### src/verilog/csm_pkg.sv
// package for the conversion source and mode control block
// assumes one 100 MHz clock and a register port fed by the serial interface logic
package csm_pkg;

  // ----------------------------------------------------------------
  // register map
  // ----------------------------------------------------------------
  localparam logic [7:0] CSM_REG_OFFSET = 8'h18; // source and mode register
  localparam logic [7:0] CSM_REG_RESET = 8'h00;
  localparam int CSM_DIAG_MSB = 7;
  localparam int CSM_DIAG_LSB = 4;
  localparam int CSM_INSEL_BIT = 3;
  localparam int CSM_MODE_MSB = 2;
  localparam int CSM_MODE_LSB = 0;

  // ----------------------------------------------------------------
  // field encodings
  // ----------------------------------------------------------------
  localparam logic [3:0] CSM_DIAG_TEMP = 4'h0;
  localparam logic [3:0] CSM_DIAG_ZERO = 4'h8;
  localparam logic [3:0] CSM_DIAG_POS_FS = 4'h9;
  localparam logic [3:0] CSM_DIAG_NEG_FS = 4'ha;
  localparam logic [2:0] CSM_MODE_CONT = 3'h0;
  localparam logic [2:0] CSM_MODE_ONESHOT = 3'h1;
  localparam logic [2:0] CSM_MODE_SINGLE = 3'h2;
  localparam logic [2:0] CSM_MODE_PERIODIC = 3'h3;

  // ----------------------------------------------------------------
  // timing counts, in clock cycles
  // ----------------------------------------------------------------
  localparam int CSM_CNT_W = 16;
  localparam int CSM_SETTLE_CYCLES = 64; // filter settling time
  localparam int CSM_STARTUP_CYCLES = 16; // leaving standby

  // ----------------------------------------------------------------
  // types
  // ----------------------------------------------------------------
  typedef enum logic [2:0] {
    CSM_ST_STANDBY,
    CSM_ST_STARTUP,
    CSM_ST_CONVERT,
    CSM_ST_WAIT_SYNC,
    CSM_ST_IDLE_PERIOD
  } csm_state_t;

  // analog routing selects driven to the front end
  typedef struct packed {
    logic conversion_input_sel; // 0 analog pair, 1 diagnostic mux
    logic diag_temp;
    logic diag_zero;
    logic diag_pos_fs;
    logic diag_neg_fs;
    logic diag_reserved;
  } csm_route_t;

endpackage : csm_pkg

### src/verilog/csm_conv_ctrl.sv
// conversion source and mode control: register, routing and sequencer
// assumes rst is synchronous to clk; sync_in comes straight from a pin
//
// Contract
// - diagnostic field 0 temp, 1000 zero check, 1001 +full scale, 1010 -full scale
// - bit 3 zero routes analog pair, one routes diagnostic mux
// - mode 000 converts continuously, ready pulses every completed conversion
// - mode 001 modulator runs, each sync rising edge starts a conversion; edges that arrive while a conversion runs are ignored
// - mode 001 toggles ready when the triggered conversion completes
// - mode 010 does one conversion, one result, then enters standby
// - single conversion from standby first spends a start-up interval
// - mode 011 leaves standby, converts, returns, with no host request
// - periodic standby to converting ratio comes from a separate register
// - register at 0x18 resets to 0x00: continuous, analog pair, temp
`timescale 1ns/1ps

module csm_conv_ctrl #(
  parameter int SETTLE_CYCLES = csm_pkg::CSM_SETTLE_CYCLES,
  parameter int STARTUP_CYCLES = csm_pkg::CSM_STARTUP_CYCLES
) (
  input wire logic clk,
  input wire logic rst,
  input wire logic [7:0] reg_addr,
  input wire logic reg_wr,
  input wire logic reg_rd,
  input wire logic [7:0] reg_wdata,
  output logic [7:0] reg_rdata,
  input wire logic sync_in,
  input wire logic [7:0] standby_ratio,
  output csm_pkg::csm_route_t route,
  output logic modulator_run,
  output logic standby,
  output logic result_ready_out
);

  // ----------------------------------------------------------------
  // local types and constants
  // ----------------------------------------------------------------
  localparam int CW = csm_pkg::CSM_CNT_W;
  localparam logic [CW-1:0] SETTLE_LAST = CW'(SETTLE_CYCLES - 1);
  localparam logic [CW-1:0] STARTUP_LAST = CW'(STARTUP_CYCLES - 1);

  logic [7:0] conv_reg;
  logic [3:0] diagnostic_source_sel;
  logic conversion_input_sel;
  logic [2:0] conversion_mode_field;
  logic reg_hit_wr;
  logic sync_meta;
  logic sync_q;
  logic sync_prev;
  logic sync_rise;
  csm_pkg::csm_state_t state;
  csm_pkg::csm_state_t next_state;
  logic [CW-1:0] cnt;
  logic [7:0] period_cnt;
  logic conv_done;
  logic startup_done;
  logic period_tick;
  logic idle_done;

  assign diagnostic_source_sel = conv_reg[csm_pkg::CSM_DIAG_MSB:csm_pkg::CSM_DIAG_LSB];
  assign conversion_input_sel = conv_reg[csm_pkg::CSM_INSEL_BIT];
  assign conversion_mode_field = conv_reg[csm_pkg::CSM_MODE_MSB:csm_pkg::CSM_MODE_LSB];
  assign reg_hit_wr = reg_wr && (reg_addr == csm_pkg::CSM_REG_OFFSET);

  // ----------------------------------------------------------------
  // register port
  // ----------------------------------------------------------------
  // reset value
  always_ff @(posedge clk)
  begin
    if (rst)
    begin
      conv_reg <= csm_pkg::CSM_REG_RESET;
    end
    else if (reg_hit_wr)
    begin
      conv_reg <= reg_wdata;
    end
  end

  // read data, unmapped offsets read zero
  always_ff @(posedge clk)
  begin
    if (rst)
    begin
      reg_rdata <= 8'h00;
    end
    else if (reg_rd)
    begin
      reg_rdata <= (reg_addr == csm_pkg::CSM_REG_OFFSET) ? conv_reg : 8'h00;
    end
  end

  // ----------------------------------------------------------------
  // analog routing
  // ----------------------------------------------------------------
  // diagnostic decode
  // reserved codes flagged, no source on
  always_ff @(posedge clk)
  begin
    if (rst)
    begin
      route <= '0;
    end
    else
    begin
      route.conversion_input_sel <= conversion_input_sel;
      route.diag_temp <= (diagnostic_source_sel == csm_pkg::CSM_DIAG_TEMP);
      route.diag_zero <= (diagnostic_source_sel == csm_pkg::CSM_DIAG_ZERO);
      route.diag_pos_fs <= (diagnostic_source_sel == csm_pkg::CSM_DIAG_POS_FS);
      route.diag_neg_fs <= (diagnostic_source_sel == csm_pkg::CSM_DIAG_NEG_FS);
      route.diag_reserved <= !((diagnostic_source_sel == csm_pkg::CSM_DIAG_TEMP)
        || (diagnostic_source_sel == csm_pkg::CSM_DIAG_ZERO)
        || (diagnostic_source_sel == csm_pkg::CSM_DIAG_POS_FS)
        || (diagnostic_source_sel == csm_pkg::CSM_DIAG_NEG_FS));
    end
  end

  // ----------------------------------------------------------------
  // sync input synchroniser and edge detect
  // ----------------------------------------------------------------
  // two stages, then one more for the edge
  always_ff @(posedge clk)
  begin
    if (rst)
    begin
      sync_meta <= 1'b0;
      sync_q <= 1'b0;
      sync_prev <= 1'b0;
    end
    else
    begin
      sync_meta <= sync_in;
      sync_q <= sync_meta;
      sync_prev <= sync_q;
    end
  end

  assign sync_rise = sync_q && !sync_prev;

  // ----------------------------------------------------------------
  // sequencer
  // ----------------------------------------------------------------
  assign conv_done = (state == csm_pkg::CSM_ST_CONVERT) && (cnt == SETTLE_LAST);
  assign startup_done = (state == csm_pkg::CSM_ST_STARTUP) && (cnt == STARTUP_LAST);
  assign period_tick = (state == csm_pkg::CSM_ST_IDLE_PERIOD) && (cnt == SETTLE_LAST);
  assign idle_done = (state == csm_pkg::CSM_ST_IDLE_PERIOD)
    && ((standby_ratio == 8'h00) || (period_tick && (period_cnt == standby_ratio - 8'h01)));

  // next state; a register write restarts the selected mode
  always_comb
  begin
    next_state = state;
    if (reg_hit_wr)
    begin
      case (reg_wdata[csm_pkg::CSM_MODE_MSB:csm_pkg::CSM_MODE_LSB])
        csm_pkg::CSM_MODE_CONT: next_state = csm_pkg::CSM_ST_CONVERT;
        csm_pkg::CSM_MODE_ONESHOT: next_state = csm_pkg::CSM_ST_WAIT_SYNC;
        csm_pkg::CSM_MODE_SINGLE: next_state = (state == csm_pkg::CSM_ST_STANDBY)
          ? csm_pkg::CSM_ST_STARTUP : csm_pkg::CSM_ST_CONVERT;
        csm_pkg::CSM_MODE_PERIODIC: next_state = csm_pkg::CSM_ST_CONVERT;
        default: next_state = csm_pkg::CSM_ST_STANDBY;
      endcase
    end
    else
    begin
      case (state)
        csm_pkg::CSM_ST_WAIT_SYNC: if (sync_rise) next_state = csm_pkg::CSM_ST_CONVERT;
        csm_pkg::CSM_ST_STARTUP: if (startup_done) next_state = csm_pkg::CSM_ST_CONVERT;
        csm_pkg::CSM_ST_CONVERT:
        begin
          if (conv_done)
          begin
            case (conversion_mode_field)
              csm_pkg::CSM_MODE_CONT: next_state = csm_pkg::CSM_ST_CONVERT;
              csm_pkg::CSM_MODE_ONESHOT: next_state = csm_pkg::CSM_ST_WAIT_SYNC;
              csm_pkg::CSM_MODE_SINGLE: next_state = csm_pkg::CSM_ST_STANDBY;
              csm_pkg::CSM_MODE_PERIODIC: next_state = csm_pkg::CSM_ST_IDLE_PERIOD;
              default: next_state = csm_pkg::CSM_ST_STANDBY;
            endcase
          end
        end
        csm_pkg::CSM_ST_IDLE_PERIOD:
        begin
          if (idle_done)
          begin
            next_state = csm_pkg::CSM_ST_STARTUP;
          end
        end
        default: next_state = state;
      endcase
    end
  end

  // state register
  always_ff @(posedge clk)
  begin
    if (rst)
    begin
      state <= csm_pkg::CSM_ST_CONVERT;
    end
    else
    begin
      state <= next_state;
    end
  end

  // interval counter, restarts on every state entry
  always_ff @(posedge clk)
  begin
    if (rst)
    begin
      cnt <= '0;
    end
    else if ((next_state != state) || conv_done || period_tick || reg_hit_wr)
    begin
      cnt <= '0;
    end
    else
    begin
      cnt <= cnt + CW'(1);
    end
  end

  always_ff @(posedge clk)
  begin
    if (rst || (state != csm_pkg::CSM_ST_IDLE_PERIOD))
    begin
      period_cnt <= 8'h00;
    end
    else if (period_tick)
    begin
      period_cnt <= period_cnt + 8'h01;
    end
  end

  // ----------------------------------------------------------------
  // status outputs
  // ----------------------------------------------------------------
  // modulator off in standby, start-up and idle
  always_ff @(posedge clk)
  begin
    if (rst)
    begin
      modulator_run <= 1'b1;
      standby <= 1'b0;
    end
    else
    begin
      standby <= (next_state == csm_pkg::CSM_ST_STANDBY)
        || (next_state == csm_pkg::CSM_ST_IDLE_PERIOD);
      modulator_run <= (next_state == csm_pkg::CSM_ST_CONVERT)
        || (next_state == csm_pkg::CSM_ST_WAIT_SYNC);
    end
  end

  // ready: toggle in one-shot, one-cycle pulse otherwise
  always_ff @(posedge clk)
  begin
    if (rst)
    begin
      result_ready_out <= 1'b0;
    end
    else if (conv_done && !reg_hit_wr
      && (conversion_mode_field == csm_pkg::CSM_MODE_ONESHOT))
    begin
      result_ready_out <= !result_ready_out;
    end
    else if (conversion_mode_field != csm_pkg::CSM_MODE_ONESHOT)
    begin
      result_ready_out <= conv_done && !reg_hit_wr;
    end
  end

endmodule : csm_conv_ctrl

### config.mk
export PLATFORM = sky130hd
export DESIGN_NAME = csm_conv_ctrl
export DESIGN_NICKNAME = d
export VERILOG_FILES = /design/src/verilog/csm_pkg.sv /design/src/verilog/csm_conv_ctrl.sv
export SDC_FILE = /design/constraint.sdc
export NUM_CORES = 1
export LEC_CHECK = 0
export BUFFER_PORTS_ARGS = -buffer_cell sky130_fd_sc_hd__buf_2
export CAP_MARGIN = 20
export CORE_ASPECT_RATIO = 0.75
export CORE_MARGIN = 2
export CORE_UTILIZATION = 35
export CTS_CLUSTER_SIZE = 16
export DETAILED_ROUTE_END_ITERATION = 10
export GPL_ROUTABILITY_DRIVEN = 0
export SYNTH_ARGS = -nofsm -noshare
export SYNTH_HDL_FRONTEND = slang
export SYNTH_SLANG_ARGS = --single-unit
### constraint.sdc
create_clock -name clk -period 2.5 [get_ports clk]
set_input_delay 0.125 -clock clk [delete_from_list [all_inputs] [get_ports clk]]
set_output_delay 0.125 -clock clk [all_outputs]
set_load 0.02 [all_outputs]
==> results of run 1 <==
worst max-delay path: stages, from the launching register on:
cell	delay, ns
dfxtp_1	0.36
ha_1	0.21
and4_1	0.29
nand4_2	0.23
or3_4	0.46
a21oi_2	0.19
a31oi_4	0.13
nor4_1	0.32
area by class of cell:
| type | count | area [um^2] |
|---|---|---|
| Clock buffer | 6 | 82.6 |
| Tap cell | 101 | 126 |
| Multi-Input combinational cell | 228 | 1520 |
| Fill cell | 768 | 4240 |
| Sequential cell | 55 | 1100 |
| Inverter | 13 | 48.8 |
| Clock inverter | 1 | 5.00 |
| Timing Repair Buffer | 55 | 313 |
power breakdown:
group | switching, mW | internal, mW | leakage, nW | total, mW
clock | 0.267 | 0.218 | 0.0470 | 0.485
sequential | 0.00397 | 0.883 | 0.444 | 0.887
combinational | 0.0488 | 0.0441 | 0.664 | 0.0929
worst paths after layout:
kind / from / to / slack, ns
worst min-delay path: sync_in / sync_meta / 0.04
worst min register to register: sync_meta / sync_q / 0.46
worst max-delay path: cnt[1] / cnt[2] / 0.22
worst max register to register: cnt[1] / cnt[2] / 0.22
cells in the mapped netlist (all sizes together):
master,count,area share (%)
a211oi,2,0.55
a21o,1,0.28
a21oi,19,4.1
a31oi,2,0.69
and2,4,0.92
and3,2,0.46
and4,1,0.32
buf,5,1.3
clkbuf,5,0.69
dfxtp,55,41
ha,4,1.8
inv,13,1.8
maj3,1,0.37
mux2i,3,1.1
nand2,26,3.6
nand2b,2,0.46
nand3,11,2.0
nand3b,1,0.28
nand4,7,1.8
nor2,37,5.2
nor2b,13,3.0
nor3,9,1.7
nor3b,4,1.3
nor4,17,7.0
nor4b,5,1.6
nor4bb,2,0.74
o211ai,4,1.1
o21a,3,0.83
o21ai,4,0.74
o21bai,1,0.28
o22ai,1,0.23
o311ai,2,0.65
o31ai,1,0.28
or3,6,1.6
or4,1,0.28
or4b,1,0.37
xnor2,22,7.1
xor2,9,2.9
cells by family (layout without fill, tap and decap cells):
| kind of cell | Yosys count | count (layout) | synth area share, % |
|---|---|---|---|
| AO/OA/AOI/OAI | 40 | 40 | 9.68 |
| XOR/XNOR | 31 | 31 | 10.0 |
| adder cells (fa/ha/maj) | 5 | 5 | 2.21 |
| buffers and inverters | 23 | 75 | 3.82 |
| flip-flops | 55 | 55 | 40.6 |
| multiplexers | 3 | 3 | 1.11 |
| AND/OR/NAND/NOR | 149 | 149 | 32.6 |
per-layer routing:
layer | part of all wire, % | global-route usage, % | up-vias
met4 | 0.65 | 2.76 | 0
met2 | 44 | 22.6 | 18
met5 | 0 | 0 | -
met1 | 53 | 22.0 | 1068
met3 | 1.8 | 2.44 | 4
li1 | - | - | 1172
what timing repair did:
action,CTS,global route
gates resized for setup,1,0
hold buffers,0,0
endpoints found under the setup margin,14,0
stage by stage:
step                      hold WS [ns]  power, mW  std cells  utilization [%]  area (um^2)
after floorplan                  0.253      0.958        306                -         2720
after global placement           0.339      0.998        452             41.7         3100
after detailed placement         0.344       1.00        452             41.7         3100
after CTS                       0.0283       1.49        459             43.0         3200
after global routing            0.0375       1.54        459             43.0         3200
final                           0.0404       1.46        459             43.0         3200
==> flow_summary.json, run 1 <==
{
  "start_kind": "register",
  "avgSynthCellArea_um2": 8.87,
  "synth_cell_types": 49,
  "track_usage_pct": 14.8,
  "syn_inst": 306,
  "synth-seq-cells": 55,
  "wl_per_cell_um": 12.7,
  "cap_violations": 0,
  "wl_mm": 5.82,
  "rows": 27,
  "leakagePower_nw": 1.16,
  "yosysWarnings": 0,
  "status": "finished clean",
  "cts.root.buffer_cell": "clkbuf_8",
  "vias_per_cell": 4.93,
  "top_register": "cnt",
  "cp_max_fo": 16,
  "finalCritPeriodShare_pct": 91.2,
  "powerDensity_nw_per_um2": 458,
  "grt_pass1_wl_mm": 10.3,
  "synth_nets": 339,
  "rsz0062_at_grt": "false",
  "cts-buffers-inserted": 5,
  "final_cell_mix": "dfxtp_1, buf_2, nor2_1",
  "finalClockSkew_ns": 0.00769,
  "die_h_um": 80.3,
  "final-max-slew-violation-count": 0,
  "fin_crit_ns": 2.28,
  "die_area_um2": 8490,
  "largest_reg_flops": 16,
  "grt_pass1_vias": 2172,
  "syn2layout_area_growth_pct": 17.7,
  "core_um2": 7430,
  "clock_path_buffers": 2,
  "cts_tree": "done",
  "start_util_pct": 36.5,
  "fmax_mhz": 438,
  "dp_slack_ns": -0.0358,
  "antenna_found_initial": 0,
  "syn_area_um2": 2720,
  "ys_seq_area_share_pct": 40.6,
  "worst_ep_arrival_time_ns": 2.48,
  "dp_hpwl_mm": 4.39,
  "fin_ws_ns": 0.219,
  "clock_sinks": 55,
  "grt_max_degree": 26,
  "hold_path_depth": 2,
  "dieWidth_um": 106,
  "endpoint_kind": "register",
  "nNetsFinal": 391,
  "rr_worst_depth": 7,
  "tightest_slew_ns": 0.671,
  "finalHoldViolations": 0,
  "hp-class": "primary input to register",
  "layout_commonest_cell": "dfxtp_1",
  "firstDrtPassIters": 4,
  "h-tree-depth": 2,
  "cts_setup_buffers": 0,
  "diodes": 0,
  "drive_above_1_share_pct": 22.9,
  "drc_errors": 0,
  "fin_setup_tns_ns": 0,
  "ios": 46,
  "portBuffers": 45,
  "relSlewSlack_pct": 54.7,
  "peakVddDrop_mv": 0.233,
  "vias": 2262,
  "clock_latency_ns": 0.30,
  "drt_iter0_markers": 90,
  "worstPathRequired_ns": 2.70,
  "ant_nets": 0,
  "clkTransAtPathRegs_ns": 0.09,
  "grt_overflow": 0,
  "critPathKind": "register to register",
  "finalSetupViolCount": 0
}
No activity file was read; power rests on OpenSTA's default activity.
==> run 2: changes to the inputs <==
==> constraint.sdc (replaced) <==
create_clock -name clk -period 2.5 [get_ports clk]
set_input_delay 0.25 -clock clk [delete_from_list [all_inputs] [get_ports clk]]
set_output_delay 0.25 -clock clk [all_outputs]
set_load 0.02 [all_outputs]
==> flow_summary.json, run 2 (synthesis results as in run 1) <==
{
  "status": "finished clean",
  "ios": 46,
  "critPathKind": "register to register",
  "tightest_slew_ns": 0.678,
  "die_area_um2": 8490,
  "firstDrtPassIters": 4,
  "power_mw": 1.51,
  "p_clk_share_pct": 34.9,
  "cts_hold_buffers": 0,
  "clock_latency_ns": 0.32,
  "start_kind": "register",
  "cap_violations": 0,
  "die_h_um": 80.3,
  "h-tree-depth": 2,
  "dp_hpwl_mm": 4.37,
  "hp-class": "primary input to register",
  "fin_crit_ns": 2.30,
  "top_register": "cnt",
  "grt_pass1_vias": 2087,
  "seq_power_share_pct": 58.9,
  "core_um2": 7430,
  "grt_overflow": 0,
  "relSlewSlack_pct": 54.2,
  "drive_above_1_share_pct": 23.1,
  "fmax_mhz": 435,
  "worstPathRequired_ns": 2.71,
  "wl_mm": 5.87,
  "cts-buffers-inserted": 5,
  "peakVddDrop_mv": 0.254,
  "cts_tree": "done",
  "reg2reg_from": "cnt[1]",
  "rows": 27,
  "wl_per_cell_um": 12.8,
  "largest_reg_flops": 16,
  "finalCritPeriodShare_pct": 91.9,
  "ant_nets": 0,
  "combPwrFrac_pct": 6.2,
  "clock_sinks": 55,
  "drc_errors": 0,
  "cp_max_fo": 16,
  "diodes": 0,
  "cts.root.buffer_cell": "clkbuf_8",
  "clkTransAtPathRegs_ns": 0.10,
  "power.net_switching_uw": 370,
  "r2r_slack_ns": 0.20,
  "portBuffers": 45,
  "worst_ep_arrival_time_ns": 2.51,
  "grt_pass1_wl_mm": 10.1,
  "p_int_mw": 1.14,
  "drt_iter0_markers": 80,
  "whs_ns": 0.145,
  "syn2layout_area_growth_pct": 18.1,
  "finalClockSkew_ns": 0.0119,
  "critPathLaunch": "cnt[1]",
  "swShare_pct": 24.6,
  "track_usage_pct": 14.8,
  "vias": 2265,
  "endpoint_kind": "register",
  "rsz0062_at_grt": "false",
  "nNetsFinal": 391,
  "grt_max_degree": 26,
  "r2r_end": "cnt[1]",
  "fin_setup_tns_ns": 0,
  "final-max-slew-violation-count": 0,
  "start_util_pct": 36.5,
  "vias_per_cell": 4.92,
  "finish.utilization_pct": 43.1,
  "clock_path_buffers": 2,
  "layout_commonest_cell": "dfxtp_1",
  "dieWidth_um": 106,
  "final_cell_mix": "dfxtp_1, buf_2, nor2_1",
  "finalSetupViolCount": 0,
  "leakagePower_nw": 1.16,
  "finalHoldViolations": 0,
  "rr_worst_depth": 7,
  "antenna_found_initial": 0,
  "powerDensity_nw_per_um2": 470,
  "endpoint": "cnt[1]"
}
-- run 2: worst min-delay path by stage --
stage	slack, ns	startpoint	endpoint	depth (start not counted)
finish	0.14	sync_in	sync_meta	2
floorplan	0.38	sync_in	sync_meta	1
CTS	0.14	sync_in	sync_meta	2
global placement	0.42	sync_meta	sync_q	1
global route	0.16	sync_in	sync_meta	2
detailed placement	0.43	sync_meta	sync_q	1
-- run 2: what timing repair did --
action / 4_1_cts / 5_1_grt
resized for setup: 1 / 0
buffers inserted: 0 / 0
endpoints found under the setup margin: 14 / 0
-- run 2: per-stage QoR --
step | cell area (um^2) | std cells | setup WS, ns
4_1_cts | 3210 | 460 | 0.169
3_3_place_gp | 3100 | 452 | 0.0479
3_5_place_dp | 3100 | 452 | -0.0714
2_1_floorplan | 2720 | 306 | 0.427
6_report | 3210 | 460 | 0.203
5_1_grt | 3210 | 460 | 0.0118
-- run 2: layout make-up --
type	count	area, um^2
fillers	747	4230
multi-input cells	228	1520
flip-flops and latches	55	1100
repair buffers	55	313
well taps	101	126
clock buffers	5	68.8
inverters	13	48.8
clock inverters	3	28.8
-- run 2: routing by layer --
metal  GRT usage [%]  wire [um]  up-vias
met4            4.34         55        0
met2            21.9       2590       18
li1                -          -     1179
met5               0          0        -
met1            21.6       3100     1064
met3            2.92        120        4
-- run 2: worst max-delay path, stage by stage (launching register included) --
cell and delay [ns]:
dfxtp_1 0.36, ha_1 0.22, and4_1 0.30, nand4_2 0.21, or3_4 0.46, a21oi_2 0.20
a31oi_4 0.13, nor4b_1 0.32
-- run 2: power groups by stage --
stage / clock [mW] / sequential, mW / combinational [mW]
6_report: 0.526 / 0.887 / 0.0940
4_1_cts: 0.541 / 0.887 / 0.0951
3_5_place_dp: 0 / 0.907 / 0.0939
3_3_place_gp: 0 / 0.907 / 0.0918
5_1_grt: 0.582 / 0.889 / 0.105
2_1_floorplan: 0 / 0.909 / 0.0491
==> run 3: changes to the inputs <==
CTS_CLUSTER_DIAMETER = 100   (was default)
GPL_TIMING_DRIVEN = 0   (was default)
==> flow_summary.json, run 3 (synthesis results as in run 1) <==
{
  "status": "finished clean",
  "ant_nets": 0,
  "cp_max_fo": 10,
  "diodes": 0,
  "track_usage_pct": 14.8,
  "worst_ep_arrival_time_ns": 2.60,
  "cts.root.buffer_cell": "clkbuf_8",
  "dp_slack_ns": 0.0425,
  "tightest_slew_ns": 0.774,
  "grt_max_degree": 20,
  "power_mw": 1.51,
  "hp-class": "primary input to register",
  "portBuffers": 44,
  "largest_reg_flops": 16,
  "rr_worst_depth": 8,
  "clkTransAtPathRegs_ns": 0.12,
  "wl_mm": 6.01,
  "finalCritPeriodShare_pct": 94.6,
  "top_register": "cnt",
  "rows": 27,
  "cts-buffers-inserted": 5,
  "fin_crit_ns": 2.37,
  "drc_errors": 0,
  "final-max-slew-violation-count": 0,
  "endpoint_kind": "register",
  "die_h_um": 80.3,
  "fin_ws_ns": 0.134,
  "relSlewSlack_pct": 47.7,
  "nNetsFinal": 390,
  "dieWidth_um": 106,
  "finalClockSkew_ns": 0.0210,
  "powerDensity_nw_per_um2": 474,
  "ios": 46,
  "peakVddDrop_mv": 0.212,
  "antenna_found_initial": 0,
  "cts_resized": 1,
  "grt_pass1_vias": 2145,
  "start_util_pct": 36.5,
  "h-tree-depth": 2,
  "finalSetupViolCount": 0,
  "finalHoldViolations": 0,
  "hold_path_depth": 2,
  "worstPathRequired_ns": 2.74,
  "start_kind": "register",
  "final_cell_mix": "dfxtp_1, buf_2, nor2_1",
  "layout_commonest_cell": "dfxtp_1",
  "vias_per_cell": 4.85,
  "clock_latency_ns": 0.33,
  "drive_above_1_share_pct": 21.5,
  "dp_hpwl_mm": 4.52,
  "grt_overflow": 0,
  "firstDrtPassIters": 4,
  "dpl_cell_area_um2": 3060,
  "cap_violations": 0,
  "cts_hold_buffers": 0,
  "vias": 2228,
  "die_area_um2": 8490,
  "drt_iter0_markers": 101,
  "core_um2": 7430,
  "leakagePower_nw": 1.13,
  "clock_path_buffers": 2,
  "critPathKind": "register to register",
  "fmax_mhz": 423,
  "wl_per_cell_um": 13.1,
  "syn2layout_area_growth_pct": 17.1,
  "cts_setup_buffers": 0,
  "final_cell_area_um2": 3180,
  "grt_pass1_wl_mm": 10.2,
  "fin_setup_tns_ns": 0,
  "clock_sinks": 55,
  "cts_tree": "done"
}
run 3: changes by cell type in the layout (fill, tap and decap cells not counted), sizes merged:
| cell | change |
|---|---|
| buf | -6 |
| clkbuf | +5 |
| clkinv | -1 |
| inv | +1 |
run 3: metrics by stage:
step | hold WS, ns | cells | utilization [%]
2_1_floorplan | 0.378 | 306 | -
3_3_place_gp | 0.423 | 451 | 41.2
3_5_place_dp | 0.451 | 451 | 41.2
4_1_cts | 0.125 | 459 | 42.5
5_1_grt | 0.127 | 459 | 42.8
6_report | 0.122 | 459 | 42.8
run 3: layout make-up:
type | instances | area (um^2)
multi-input combinational | 228 | 1530
clock buffer | 5 | 68.8
sequential | 55 | 1100
tap | 101 | 126
inverter | 13 | 48.8
timing repair buffer | 44 | 220
clock inverter | 3 | 26.3
buffer | 10 | 55.1
fill | 771 | 4250
run 3: power by group:
part | internal, mW | leakage [nW] | total [mW] | switching [mW]
clock | 0.207 | 0.0491 | 0.530 | 0.323
combinational | 0.0422 | 0.634 | 0.0899 | 0.0477
sequential | 0.883 | 0.444 | 0.889 | 0.00564
total | 1.13 | 1.13 | 1.51 | 0.376
run 3: path summary, 6_finish.rpt:
| path | to | slack [ns] | from |
|---|---|---|---|
| max | cnt[13] | 0.13 | cnt[0] |
| min | sync_meta | 0.12 | sync_in |
| max reg2reg | cnt[13] | 0.13 | cnt[0] |
| min reg2reg | sync_prev | 0.46 | sync_q |
run 3: metal layers:
layer | part of all wire [%] | wire [um] | global-route usage (%)
met1 | 52 | 3100 | 20.4
met2 | 44 | 2640 | 23.4
met3 | 3.4 | 206 | 3.41
met4 | 1.1 | 65 | 3.68
met5 | 0 | 0 | 0
run 3: critical path, stage by stage, from the launching register on:
cell and delay (ns):
dfxtp_1 0.42, ha_1 0.24, and4_2 0.32, nand4_4 0.17, or3_4 0.44, a21oi_2 0.19
a31oi_4 0.08, buf_6 0.20, nor4_2 0.21
